File: src/design/mcuex_pkg.sv
// shared constants and types for the instruction execution block
package mcuex_pkg;
  // clock and instruction cycle timing
  localparam int unsigned CLK_NS   = 50;
  localparam int unsigned TCY_NS   = 200;
  localparam int unsigned TCY_CLKS = (TCY_NS + CLK_NS - 1) / CLK_NS;
  localparam int unsigned DIV_W    = 3;
  localparam logic [DIV_W-1:0] DIV_LAST = DIV_W'(TCY_CLKS - 1);
  localparam logic [DIV_W-1:0] DIV_RST  = 3'h0;

  // register byte offsets
  localparam int unsigned ADDR_W = 8;
  localparam logic [7:0] REG_INSTR = 8'h00;
  localparam logic [7:0] REG_WORK  = 8'h04;
  localparam logic [7:0] REG_STAT  = 8'h08;
  localparam logic [7:0] REG_CTRL  = 8'h0C;
  localparam logic [7:0] REG_FADDR = 8'h10;
  localparam logic [7:0] REG_FDATA = 8'h14;
  localparam logic [7:0] REG_PSC   = 8'h18;

  // status and control bit positions
  localparam int unsigned ST_C    = 0;
  localparam int unsigned ST_DC   = 1;
  localparam int unsigned ST_Z    = 2;
  localparam int unsigned ST_BUSY = 3;
  localparam int unsigned ST_DISC = 4;
  localparam int unsigned CTRL_PSA = 0;

  localparam logic [1:0] RESP_OKAY   = 2'h0;
  localparam logic [1:0] RESP_SLVERR = 2'h2;

  // file space
  localparam int unsigned FILE_DEPTH = 128;
  localparam logic [6:0] FILE_TIMER_ZERO_COUNT = 7'h01;
  localparam logic [6:0] FILE_GPIO = 7'h05;
  localparam logic [7:0] BYTE_RST  = 8'h00;

  // instruction word fields
  localparam int unsigned INSTR_W = 14;
  localparam int unsigned D_BIT   = 7;
  localparam int unsigned B_LO    = 7;
  localparam int unsigned B_HI    = 9;
  localparam logic [5:0] OPC_ADD_WORK_AND_FILE = 6'h07;
  localparam logic [5:0] OPC_AND_WORK_WITH_FILE = 6'h05;
  localparam logic [5:0] OPC_AND_LITERAL_WITH_WORK = 6'h39;
  localparam logic [4:0] OPC_ADD_LITERAL_TO_WORK = 5'h1F;
  localparam logic [1:0] OPC_BITS  = 2'h1;
  localparam logic [1:0] SUB_BCF   = 2'h0;
  localparam logic [1:0] SUB_BSF   = 2'h1;
  localparam logic [1:0] SUB_BIT_TEST_SKIP_IF_CLEAR = 2'h2;
  localparam logic [1:0] SUB_BIT_TEST_SKIP_IF_SET = 2'h3;
  localparam logic [13:0] INSTR_RST = 14'h0000;

  typedef enum {
    OP_NOP, OP_ADD_WORK_AND_FILE, OP_AND_WORK_WITH_FILE, OP_ADD_LITERAL_TO_WORK, OP_AND_LITERAL_WITH_WORK,
    OP_BCF, OP_BSF, OP_BIT_TEST_SKIP_IF_CLEAR, OP_BIT_TEST_SKIP_IF_SET
  } mcuex_op_type;

  typedef enum {ST_IDLE, ST_EXEC} mcuex_state_type;
endpackage : mcuex_pkg

File: src/design/mcuex_alu.sv
// decode and arithmetic for one instruction word
`timescale 1ns/100ps
module mcuex_alu
  import mcuex_pkg::*;
(
  input  wire logic [INSTR_W-1:0] instr,
  input  wire logic [7:0]         w_in,
  input  wire logic [7:0]         f_in,
  output mcuex_op_type            op,
  output logic [7:0]              result,
  output logic                    c_out,
  output logic                    dc_out,
  output logic                    z_out,
  output logic                    upd_cdz,
  output logic                    upd_z,
  output logic                    wr_w,
  output logic                    wr_f,
  output logic                    skip
);
  logic [7:0] operand;
  logic [8:0] sum9;
  logic [4:0] nib5;
  logic [7:0] mask;

  // decode first, then one result path per operation
  always_comb
  begin
    op = OP_NOP;
    if (instr[13:8] == OPC_ADD_WORK_AND_FILE)
      op = OP_ADD_WORK_AND_FILE;
    else if (instr[13:8] == OPC_AND_WORK_WITH_FILE)
      op = OP_AND_WORK_WITH_FILE;
    else if (instr[13:8] == OPC_AND_LITERAL_WITH_WORK)
      op = OP_AND_LITERAL_WITH_WORK;
    else if (instr[13:9] == OPC_ADD_LITERAL_TO_WORK)
      op = OP_ADD_LITERAL_TO_WORK;
    else if (instr[13:12] == OPC_BITS)
    begin
      case (instr[11:10])
        SUB_BCF:   op = OP_BCF;
        SUB_BSF:   op = OP_BSF;
        SUB_BIT_TEST_SKIP_IF_CLEAR: op = OP_BIT_TEST_SKIP_IF_CLEAR;
        default:   op = OP_BIT_TEST_SKIP_IF_SET;
      endcase
    end
    operand = (op == OP_ADD_LITERAL_TO_WORK || op == OP_AND_LITERAL_WITH_WORK) ? instr[7:0] : f_in;
    sum9    = {1'b0, w_in} + {1'b0, operand};
    nib5    = {1'b0, w_in[3:0]} + {1'b0, operand[3:0]};
    mask    = 8'h01 << instr[B_HI:B_LO];
    result  = w_in;
    upd_cdz = 1'b0;
    upd_z   = 1'b0;
    wr_w    = 1'b0;
    wr_f    = 1'b0;
    skip    = 1'b0;
    case (op)
      OP_ADD_WORK_AND_FILE, OP_ADD_LITERAL_TO_WORK:
      begin
        result  = sum9[7:0];
        upd_cdz = 1'b1;
      end
      OP_AND_WORK_WITH_FILE, OP_AND_LITERAL_WITH_WORK:
      begin
        result = w_in & operand;
        upd_z  = 1'b1;
      end
      OP_BCF:   result = f_in & ~mask;
      OP_BSF:   result = f_in | mask;
      OP_BIT_TEST_SKIP_IF_SET: skip = |(f_in & mask);
      OP_BIT_TEST_SKIP_IF_CLEAR: skip = ~|(f_in & mask);
      default:  result = w_in;
    endcase
    // literal forms always land in w, file forms follow the d bit
    case (op)
      OP_ADD_LITERAL_TO_WORK, OP_AND_LITERAL_WITH_WORK: wr_w = 1'b1;
      OP_ADD_WORK_AND_FILE, OP_AND_WORK_WITH_FILE:
      begin
        wr_w = ~instr[D_BIT];
        wr_f = instr[D_BIT];
      end
      OP_BCF, OP_BSF: wr_f = 1'b1;
      default: wr_w = 1'b0;
    endcase
    c_out  = sum9[8];
    dc_out = nib5[4];
    z_out  = (result == BYTE_RST);
  end
endmodule : mcuex_alu

File: src/design/mcuex_core.sv
// instruction executor with file space, behind an AXI4-Lite slave
//
// Contract
// - read-modify-write of the I/O port takes its operand from the pins
// - writing the timer count clears the prescaler when it is assigned
// - a true conditional test costs two cycles, the second a no-op
// - add-literal adds 8-bit k to w, result in w, updates C, DC, Z
// - bit-clear forces bit b of file f to zero, flags unchanged
// - add-file adds w and file f, updates C, DC, Z
// - destination bit 0 writes w, 1 writes back to file f
// - bit-set forces bit b of file f to one, flags unchanged
// - AND-literal ands w with k into w, updates only Z
// - AND-file ands w with file f into destination, updates only Z
// - skip-if-set discards the next instruction when the bit is one
// - skip-if-clear discards the next instruction when the bit is zero
`timescale 1ns/100ps
module mcuex_core
  import mcuex_pkg::*;
(
  input  wire logic              aclk,
  input  wire logic              aresetn,
  input  wire logic [ADDR_W-1:0] s_axi_awaddr,
  input  wire logic              s_axi_awvalid,
  output logic                   s_axi_awready,
  input  wire logic [31:0]       s_axi_wdata,
  input  wire logic [3:0]        s_axi_wstrb,
  input  wire logic              s_axi_wvalid,
  output logic                   s_axi_wready,
  output logic [1:0]             s_axi_bresp,
  output logic                   s_axi_bvalid,
  input  wire logic              s_axi_bready,
  input  wire logic [ADDR_W-1:0] s_axi_araddr,
  input  wire logic              s_axi_arvalid,
  output logic                   s_axi_arready,
  output logic [31:0]            s_axi_rdata,
  output logic [1:0]             s_axi_rresp,
  output logic                   s_axi_rvalid,
  input  wire logic              s_axi_rready,
  input  wire logic [7:0]        port_pins,
  output logic [7:0]             port_latch,
  output logic                   busy
);
  logic [7:0]        file_mem [FILE_DEPTH];
  mcuex_state_type   st_r, st_nxt;
  logic [DIV_W-1:0]  div_r, div_nxt;
  logic [13:0]       instr_r, instr_nxt;
  logic [7:0]        w_r, w_nxt, psc_r, psc_nxt, latch_r, latch_nxt;
  logic [6:0]        faddr_r, faddr_nxt;
  logic              c_r, c_nxt, dc_r, dc_nxt, z_r, z_nxt;
  logic              disc_r, disc_nxt, psa_r, psa_nxt, busy_r, busy_nxt;
  logic [ADDR_W-1:0] awaddr_r, awaddr_nxt;
  logic [31:0]       wdata_r, wdata_nxt, rdata_r, rdata_nxt;
  logic [3:0]        wstrb_r, wstrb_nxt;
  logic              awready_r, awready_nxt, wready_r, wready_nxt;
  logic              bvalid_r, bvalid_nxt, arready_r, arready_nxt;
  logic              rvalid_r, rvalid_nxt;
  logic [1:0]        bresp_r, bresp_nxt, rresp_r, rresp_nxt;
  logic              mem_we;
  logic [6:0]        mem_addr;
  logic [7:0]        mem_data;
  logic              tcy_en, exec_en, wr_fire, rd_fire, wr_ok;
  logic [7:0]        f_operand, sw_operand;
  mcuex_op_type      op;
  logic [7:0]        alu_res;
  logic              alu_c, alu_dc, alu_z, upd_cdz, upd_z;
  logic              wr_w, wr_f, skip;

  // the port address reads the pins, so a latch held high on a pulled-down
  // input pin is written back low
  assign f_operand  = (instr_r[6:0] == FILE_GPIO) ? port_pins
                    : file_mem[instr_r[6:0]];
  assign sw_operand = (faddr_r == FILE_GPIO) ? port_pins : file_mem[faddr_r];
  assign tcy_en  = (div_r == DIV_LAST);
  assign exec_en = (st_r == ST_EXEC) && tcy_en;
  assign wr_fire = !awready_r && !wready_r && !bvalid_r;
  assign rd_fire = s_axi_arvalid && arready_r;

  mcuex_alu u_alu (
    .instr   (instr_r),
    .w_in    (w_r),
    .f_in    (f_operand),
    .op      (op),
    .result  (alu_res),
    .c_out   (alu_c),
    .dc_out  (alu_dc),
    .z_out   (alu_z),
    .upd_cdz (upd_cdz),
    .upd_z   (upd_z),
    .wr_w    (wr_w),
    .wr_f    (wr_f),
    .skip    (skip)
  );

  // bus handshakes: address and data are caught in either order
  always_comb
  begin
    awaddr_nxt  = awaddr_r;
    wdata_nxt   = wdata_r;
    wstrb_nxt   = wstrb_r;
    awready_nxt = awready_r;
    wready_nxt  = wready_r;
    bvalid_nxt  = bvalid_r;
    bresp_nxt   = bresp_r;
    arready_nxt = arready_r;
    rvalid_nxt  = rvalid_r;
    rresp_nxt   = rresp_r;
    rdata_nxt   = rdata_r;
    wr_ok       = 1'b0;
    if (s_axi_awvalid && awready_r)
    begin
      awaddr_nxt  = s_axi_awaddr;
      awready_nxt = 1'b0;
    end
    if (s_axi_wvalid && wready_r)
    begin
      wdata_nxt  = s_axi_wdata;
      wstrb_nxt  = s_axi_wstrb;
      wready_nxt = 1'b0;
    end
    if (wr_fire)
    begin
      // a new instruction or file access while busy would race the core
      case (awaddr_r)
        // an owed discard slot still takes the next word, which it drops
        REG_INSTR:            wr_ok = (st_r == ST_IDLE);
        REG_FDATA, REG_WORK:  wr_ok = !busy_r;
        REG_CTRL, REG_FADDR:  wr_ok = 1'b1;
        default:              wr_ok = 1'b0;
      endcase
      bvalid_nxt = 1'b1;
      bresp_nxt  = wr_ok ? RESP_OKAY : RESP_SLVERR;
    end
    if (bvalid_r && s_axi_bready)
    begin
      bvalid_nxt  = 1'b0;
      awready_nxt = 1'b1;
      wready_nxt  = 1'b1;
    end
    if (rd_fire)
    begin
      arready_nxt = 1'b0;
      rvalid_nxt  = 1'b1;
      rresp_nxt   = RESP_OKAY;
      case (s_axi_araddr)
        REG_INSTR: rdata_nxt = {18'h00000, instr_r};
        REG_WORK:  rdata_nxt = {24'h000000, w_r};
        REG_STAT:  rdata_nxt = {27'h0000000, disc_r, busy_r, z_r, dc_r, c_r};
        REG_CTRL:  rdata_nxt = {31'h00000000, psa_r};
        REG_FADDR: rdata_nxt = {25'h0000000, faddr_r};
        REG_FDATA: rdata_nxt = {24'h000000, sw_operand};
        REG_PSC:   rdata_nxt = {24'h000000, psc_r};
        default:
        begin
          rdata_nxt = 32'h00000000;
          rresp_nxt = RESP_SLVERR;
        end
      endcase
    end
    if (rvalid_r && s_axi_rready)
    begin
      rvalid_nxt  = 1'b0;
      arready_nxt = 1'b1;
    end
  end

  always_ff @(posedge aclk)
  begin
    if (!aresetn)
    begin
      awaddr_r  <= 8'h00;
      wdata_r   <= 32'h00000000;
      wstrb_r   <= 4'h0;
      awready_r <= 1'b1;
      wready_r  <= 1'b1;
      bvalid_r  <= 1'b0;
      bresp_r   <= RESP_OKAY;
      arready_r <= 1'b1;
      rvalid_r  <= 1'b0;
      rresp_r   <= RESP_OKAY;
      rdata_r   <= 32'h00000000;
    end
    else
    begin
      awaddr_r  <= awaddr_nxt;
      wdata_r   <= wdata_nxt;
      wstrb_r   <= wstrb_nxt;
      awready_r <= awready_nxt;
      wready_r  <= wready_nxt;
      bvalid_r  <= bvalid_nxt;
      bresp_r   <= bresp_nxt;
      arready_r <= arready_nxt;
      rvalid_r  <= rvalid_nxt;
      rresp_r   <= rresp_nxt;
      rdata_r   <= rdata_nxt;
    end
  end

  // core: one instruction per instruction cycle, software writes when idle except control and file address
  always_comb
  begin
    st_nxt    = st_r;
    div_nxt   = tcy_en ? DIV_RST : div_r + 3'h1;
    instr_nxt = instr_r;
    w_nxt     = w_r;
    c_nxt     = c_r;
    dc_nxt    = dc_r;
    z_nxt     = z_r;
    disc_nxt  = disc_r;
    psa_nxt   = psa_r;
    faddr_nxt = faddr_r;
    latch_nxt = latch_r;
    psc_nxt   = (tcy_en && psa_r) ? psc_r + 8'h01 : psc_r;
    mem_we    = 1'b0;
    mem_addr  = faddr_r;
    mem_data  = wdata_r[7:0];
    if (wr_ok && wstrb_r[0])
    begin
      case (awaddr_r)
        REG_INSTR:
        begin
          instr_nxt = wdata_r[13:0];
          st_nxt    = ST_EXEC;
        end
        REG_WORK:  w_nxt = wdata_r[7:0];
        REG_CTRL:  psa_nxt = wdata_r[CTRL_PSA];
        REG_FADDR: faddr_nxt = wdata_r[6:0];
        default:   mem_we = 1'b1;
      endcase
    end
    if (exec_en)
    begin
      st_nxt = ST_IDLE;
      if (disc_r)
        disc_nxt = 1'b0;                         // no-op slot
      else
      begin
        disc_nxt = skip;
        mem_addr = instr_r[6:0];
        mem_data = alu_res;
        mem_we   = wr_f;
        if (wr_w)
          w_nxt = alu_res;
        if (upd_cdz)
        begin
          c_nxt  = alu_c;
          dc_nxt = alu_dc;
        end
        if (upd_cdz || upd_z)
          z_nxt = alu_z;
      end
    end
    // writes to the port also move the output latch
    if (mem_we && mem_addr == FILE_GPIO)
      latch_nxt = mem_data;
    if (mem_we && mem_addr == FILE_TIMER_ZERO_COUNT && psa_r)
      psc_nxt = BYTE_RST;
    busy_nxt = (st_nxt != ST_IDLE) || disc_nxt;
  end

  always_ff @(posedge aclk)
  begin
    if (!aresetn)
    begin
      st_r    <= ST_IDLE;
      div_r   <= DIV_RST;
      instr_r <= INSTR_RST;
      w_r     <= BYTE_RST;
      c_r     <= 1'b0;
      dc_r    <= 1'b0;
      z_r     <= 1'b0;
      disc_r  <= 1'b0;
      psa_r   <= 1'b0;
      faddr_r <= 7'h00;
      latch_r <= BYTE_RST;
      psc_r   <= BYTE_RST;
      busy_r  <= 1'b0;
    end
    else
    begin
      st_r    <= st_nxt;
      div_r   <= div_nxt;
      instr_r <= instr_nxt;
      w_r     <= w_nxt;
      c_r     <= c_nxt;
      dc_r    <= dc_nxt;
      z_r     <= z_nxt;
      disc_r  <= disc_nxt;
      psa_r   <= psa_nxt;
      faddr_r <= faddr_nxt;
      latch_r <= latch_nxt;
      psc_r   <= psc_nxt;
      busy_r  <= busy_nxt;
    end
  end

  // file space has no reset; contents are undefined until written
  always_ff @(posedge aclk)
  begin
    if (mem_we)
      file_mem[mem_addr] <= mem_data;
  end

  assign s_axi_awready = awready_r;
  assign s_axi_wready  = wready_r;
  assign s_axi_bvalid  = bvalid_r;
  assign s_axi_bresp   = bresp_r;
  assign s_axi_arready = arready_r;
  assign s_axi_rvalid  = rvalid_r;
  assign s_axi_rresp   = rresp_r;
  assign s_axi_rdata   = rdata_r;
  assign port_latch    = latch_r;
  assign busy          = busy_r;

  a_port_operand: assert property (@(posedge aclk) disable iff (!aresetn)
    (instr_r[6:0] == FILE_GPIO) |-> f_operand == port_pins)
    else $error("port operand not taken from pins");
  a_psc_clear: assert property (@(posedge aclk) disable iff (!aresetn)
    exec_en && !disc_r && wr_f && instr_r[6:0] == FILE_TIMER_ZERO_COUNT && psa_r
    |=> psc_r == BYTE_RST)
    else $error("prescaler not cleared by timer write");
  a_skip_nop: assert property (@(posedge aclk) disable iff (!aresetn)
    exec_en && disc_r |=> $stable(w_r) && $stable(z_r) && !disc_r)
    else $error("discarded slot changed state");
  a_add_lit: assert property (@(posedge aclk) disable iff (!aresetn)
    exec_en && !disc_r && op == OP_ADD_LITERAL_TO_WORK
    |=> w_r == 8'($past(w_r) + $past(instr_r[7:0])))
    else $error("literal add result wrong");
  a_bit_flags: assert property (@(posedge aclk) disable iff (!aresetn)
    exec_en && !disc_r && (op == OP_BCF || op == OP_BSF)
    |=> $stable(c_r) && $stable(dc_r) && $stable(z_r))
    else $error("bit op touched flags");
  a_add_carry: assert property (@(posedge aclk) disable iff (!aresetn)
    exec_en && !disc_r && op == OP_ADD_WORK_AND_FILE
    |=> c_r == $past(alu_c) && dc_r == $past(alu_dc))
    else $error("file add flags wrong");
  a_dest_file: assert property (@(posedge aclk) disable iff (!aresetn)
    exec_en && !disc_r && op == OP_AND_WORK_WITH_FILE && instr_r[D_BIT]
    |=> $stable(w_r))
    else $error("file destination altered w");
  a_and_zflag: assert property (@(posedge aclk) disable iff (!aresetn)
    exec_en && !disc_r && (op == OP_AND_LITERAL_WITH_WORK || op == OP_AND_WORK_WITH_FILE)
    |=> $stable(c_r) && z_r == $past(alu_z))
    else $error("and flags wrong");
  a_skip_set: assert property (@(posedge aclk) disable iff (!aresetn)
    exec_en && !disc_r && op == OP_BIT_TEST_SKIP_IF_SET
    |=> disc_r == $past(f_operand[instr_r[B_HI:B_LO]]))
    else $error("skip-if-set polarity wrong");
  a_skip_clr: assert property (@(posedge aclk) disable iff (!aresetn)
    exec_en && !disc_r && op == OP_BIT_TEST_SKIP_IF_CLEAR
    |=> disc_r != $past(f_operand[instr_r[B_HI:B_LO]]))
    else $error("skip-if-clear polarity wrong");
  a_zero_res: assert property (@(posedge aclk) disable iff (!aresetn)
    exec_en && !disc_r && op == OP_ADD_LITERAL_TO_WORK
    |=> z_r == (w_r == BYTE_RST))
    else $error("zero flag disagrees with result");
endmodule : mcuex_core

File: config.mk
export PLATFORM = sky130hd
export DESIGN_NAME = mcuex_core
export DESIGN_NICKNAME = d
export VERILOG_FILES = /design/src/design/mcuex_pkg.sv /design/src/design/mcuex_alu.sv /design/src/design/mcuex_core.sv
export SDC_FILE = /design/constraint.sdc
export NUM_CORES = 2
export LEC_CHECK = 0
export ABC_AREA = 1
export BUFFER_PORTS_ARGS = -buffer_cell sky130_fd_sc_hd__buf_2
export CORE_ASPECT_RATIO = 1.25
export CORE_UTILIZATION = 50
export DETAILED_ROUTE_END_ITERATION = 10
export PLACE_DENSITY = 0.72
export SYNTH_ARGS = -nofsm -noshare
export SYNTH_HDL_FRONTEND = slang
export SYNTH_SLANG_ARGS = --single-unit
File: constraint.sdc
create_clock -name aclk -period 6.85 [get_ports aclk]
set_input_delay 0.685 -clock aclk [delete_from_list [all_inputs] [get_ports aclk]]
set_output_delay 0.685 -clock aclk [all_outputs]
set_load 0.02 [all_outputs]
==> summary.md <==
| Metric | Value |
|---|---|
| DR vias/cell | 6.46 |
| Die height | 382 um |
| Number of enable flip-flop cells after synthesis | 1024 |
| Setup TNS | 0 ps |
| Synth top area cells | edfxtp_1, nand3_1, nand2_1 |
| Initial Utilization | 0.503 |
| WS Path Type | flip-flop to flip-flop |
| Die width | 306 um |
| Max Clk Rate | 0.163 GHz |
| Worst slew margin | 0.0924 |
| Count leader, synth | nand2_1 |
| Setup Skew | 47.5 ps |
| Outcome | complete, no violations |
| Post_cts resized | 0 |
| Detailed Route Iter0 Violations | 7164 |
| DRC viols | 0 |
| Fin crit share | 0.897 |
| Row cnt | 139 |
| Worst path max stage delay | 600 ps |
| Seq/Total Area, Yosys | 0.582 |
| Vias in the first global route | 47310 |
| Max Cap Viol | 0 |
| Final #Nets | 6264 |
| Min-Delay Path Class | primary input to flip-flop |
| Initial antenna violation count | 4 |
| CTS root buf | clkbuf_16 |
| Hold Buf Count CTS | 0 |
| First-pass GRT wire length | 284000 um |
| Buf/Inv on CP | 4 |
| Avg WL per Cell | 24.8 um |
| Power Density | 230 nW/um^2 |
| CORE AREA | 115000 um^2 |
| Cells after synthesis | 6367 |
| FF-to-FF setup slack | 700 ps |
| DP HPWL | 114000 um |
| Total gr overflow | 0 |
| YS warnings | 0 |
| Arr. time, crit path | 6670 ps |
| Final setup vio count | 0 |
| Fin area | 62700 um^2 |
| Skew-Pair Late Insertion Delay | 770 ps |
| Syn_area_per_cell | 9.07 um^2 |
| Fin util | 0.546 |
| Num CTS Buffers | 111 |
| Vias | 50132 |
| Synth cell types | 60 |
| GRT Util Overall | 0.321 |
| Crit start category | flip-flop |
| Worst-path clk slew | 70 ps |
| Number of H-tree levels | 3 |
| Most frequent cell on the critical path | nand3_1 |
| Async SR Flop Fraction | 0 |
| CTS tree | yes |
| Min Tclk post-route | 6150 ps |
| Setup Fix Bufs, Post-CTS | 0 |
| Die Area | 117000 um^2 |
| Worst-path fanout max | 175 |
| Most instantiated cells after synthesis | nand2_1, nand3_1, edfxtp_1 |
| PortBufs | 75 |
| Pin count of the biggest net entering global routing | 193 |
| Flop and latch count out of synthesis | 1168 |
| Clock sinks | 1168 |
| Worst Path Required | 7370 ps |
| Final GP Congestion | 0.987 |
| Top_reg_cell synth | edfxtp_1 |
| Unrepaired setup endpoints after global routing | false |
| Slew Limit Fails | 0 |
| Final Hold Viols | 0 |
| CP max-delay cell | inv_4 |
| Drt pass-1 iters | 7 |
| Placed Area | 59000 um^2 |
| Synth top area share | 0.532 |
| Area Growth Syn to Fin | 8.52% |
| CP delay by family, top | simple AND/OR/NAND/NOR gates |
| P_leak | 22.5 nW |
| Least-Margin Pin Slew | 1360 ps |
| Mapped Area | 57800 um^2 |
| Max clock buf depth | 3 |
| Total routed wirelength | 193000 um |
| Layout cells sized above 1 | 0.0735 |
| CP endpoint kind | flip-flop |
| Peak VDD IR | 0.210 mV |
| I/O pin total | 117 |
| Detail Route Antenna Nets | 0 |
| Area leader, netlist | edfxtp_1 |
==> final timing paths <==
path | from | endpoint | cells after the start
worst max-delay path | flip-flop | file_mem[51][5]$_DFFE_PP_ | 27
worst min-delay path | s_axi_bready | s_axi_awready$_SDFFE_PP1P_ | 3
worst max register to register | flip-flop | file_mem[51][5]$_DFFE_PP_ | 27
worst min register to register | div_r[0]$_SDFF_PP0_ | div_r[0]$_SDFF_PP0_ | 1
==> area by class of cell <==
cell class	count	area [um^2]
sequential	1168	33700
inverter	178	744
clock buffer	140	3130
timing repair buffer	186	1570
tap	1480	1850
multi-input combinational	4534	21200
clock inverter	68	566
fill	9704	52100
antenna	1	2.50
==> sequential cells by signal (all words and copies together), names as in the netlist, 3 cells and up, named ones only <==
signal / count
file_mem: 1024
st_r: 32
instr_r: 14
s_axi_rdata: 14
wdata_r: 14
awaddr_r: 8
port_latch: 8
psc_r: 8
w_r: 8
faddr_r: 7
div_r: 3
==> kinds of logic (layout without fill, tap and decap cells) <==
kind of cell / after synthesis / after routing / share of synthesized area
simple gates: 3299 / 3299 / 0.244
compound gates: 1187 / 1187 / 0.115
flops: 1168 / 1168 / 0.582
buf+inv: 684 / 572 / 0.0528
fa+ha+maj: 18 / 18 / 0.00403
xor+xnor: 10 / 10 / 0.00152
other cells: 1 / 21 / 0.0000649
==> layer usage <==
| layer | vias to the layer above | GRT usage | part of all wire | wire, um |
|---|---|---|---|---|
| li1 | 22014 | - | - | - |
| met1 | 23680 | 0.399 | 0.35 | 67500 |
| met2 | 3690 | 0.508 | 0.46 | 87800 |
| met3 | 740 | 0.0745 | 0.13 | 24300 |
| met4 | 8 | 0.203 | 0.067 | 13000 |
| met5 | - | 0 | 0.00019 | 37 |
==> stage by stage <==
stage	cells	setup WS [ps]	total power, mW	hold slack (ps)
3_5_place_dp	7546	1090	8.32	415
6_report	7755	702	14.4	179
4_1_cts	7754	1020	14.4	160
3_3_place_gp	7546	1160	8.31	407
5_1_grt	7754	478	14.7	201
2_1_floorplan	6386	1850	8.18	397
==> worst reg2reg max path: cells and delay by family, from the launching register on <==
| kind | cells | cell delay (ps) |
|---|---|---|
| buffers and inverters | 4 | 2230 |
| AND/OR/NAND/NOR | 17 | 1950 |
| AO/OA/AOI/OAI | 4 | 890 |
| flip-flops | 1 | 430 |
| adder cells (fa/ha/maj) | 1 | 300 |
| XOR/XNOR | 1 | 90 |
==> report_power, final <==
| group | internal [mW] | switching, mW | total (mW) |
|---|---|---|---|
| Combinational | 0.0602 | 0.281 | 0.342 |
| Sequential | 7.81 | 0.0185 | 7.83 |
| Clock | 3.47 | 2.77 | 6.25 |
| Total | 11.3 | 3.07 | 14.4 |
==> layout by cell type (no fill, tap or decap), types with 49 or more instances in the layout <==
| cell type | count |
|---|---|
| o221ai_1 | 49 |
| dfxtp_1 | 135 |
| buf_4 | 82 |
| o21ai_0 | 717 |
| nand3_1 | 1084 |
| nor2_1 | 838 |
| o22ai_1 | 264 |
| clkbuf_16 | 121 |
| edfxtp_1 | 1024 |
| nand2_1 | 1278 |
| buf_2 | 75 |
| a21oi_1 | 75 |
| inv_1 | 153 |
No activity file was read; power rests on OpenSTA's default activity.
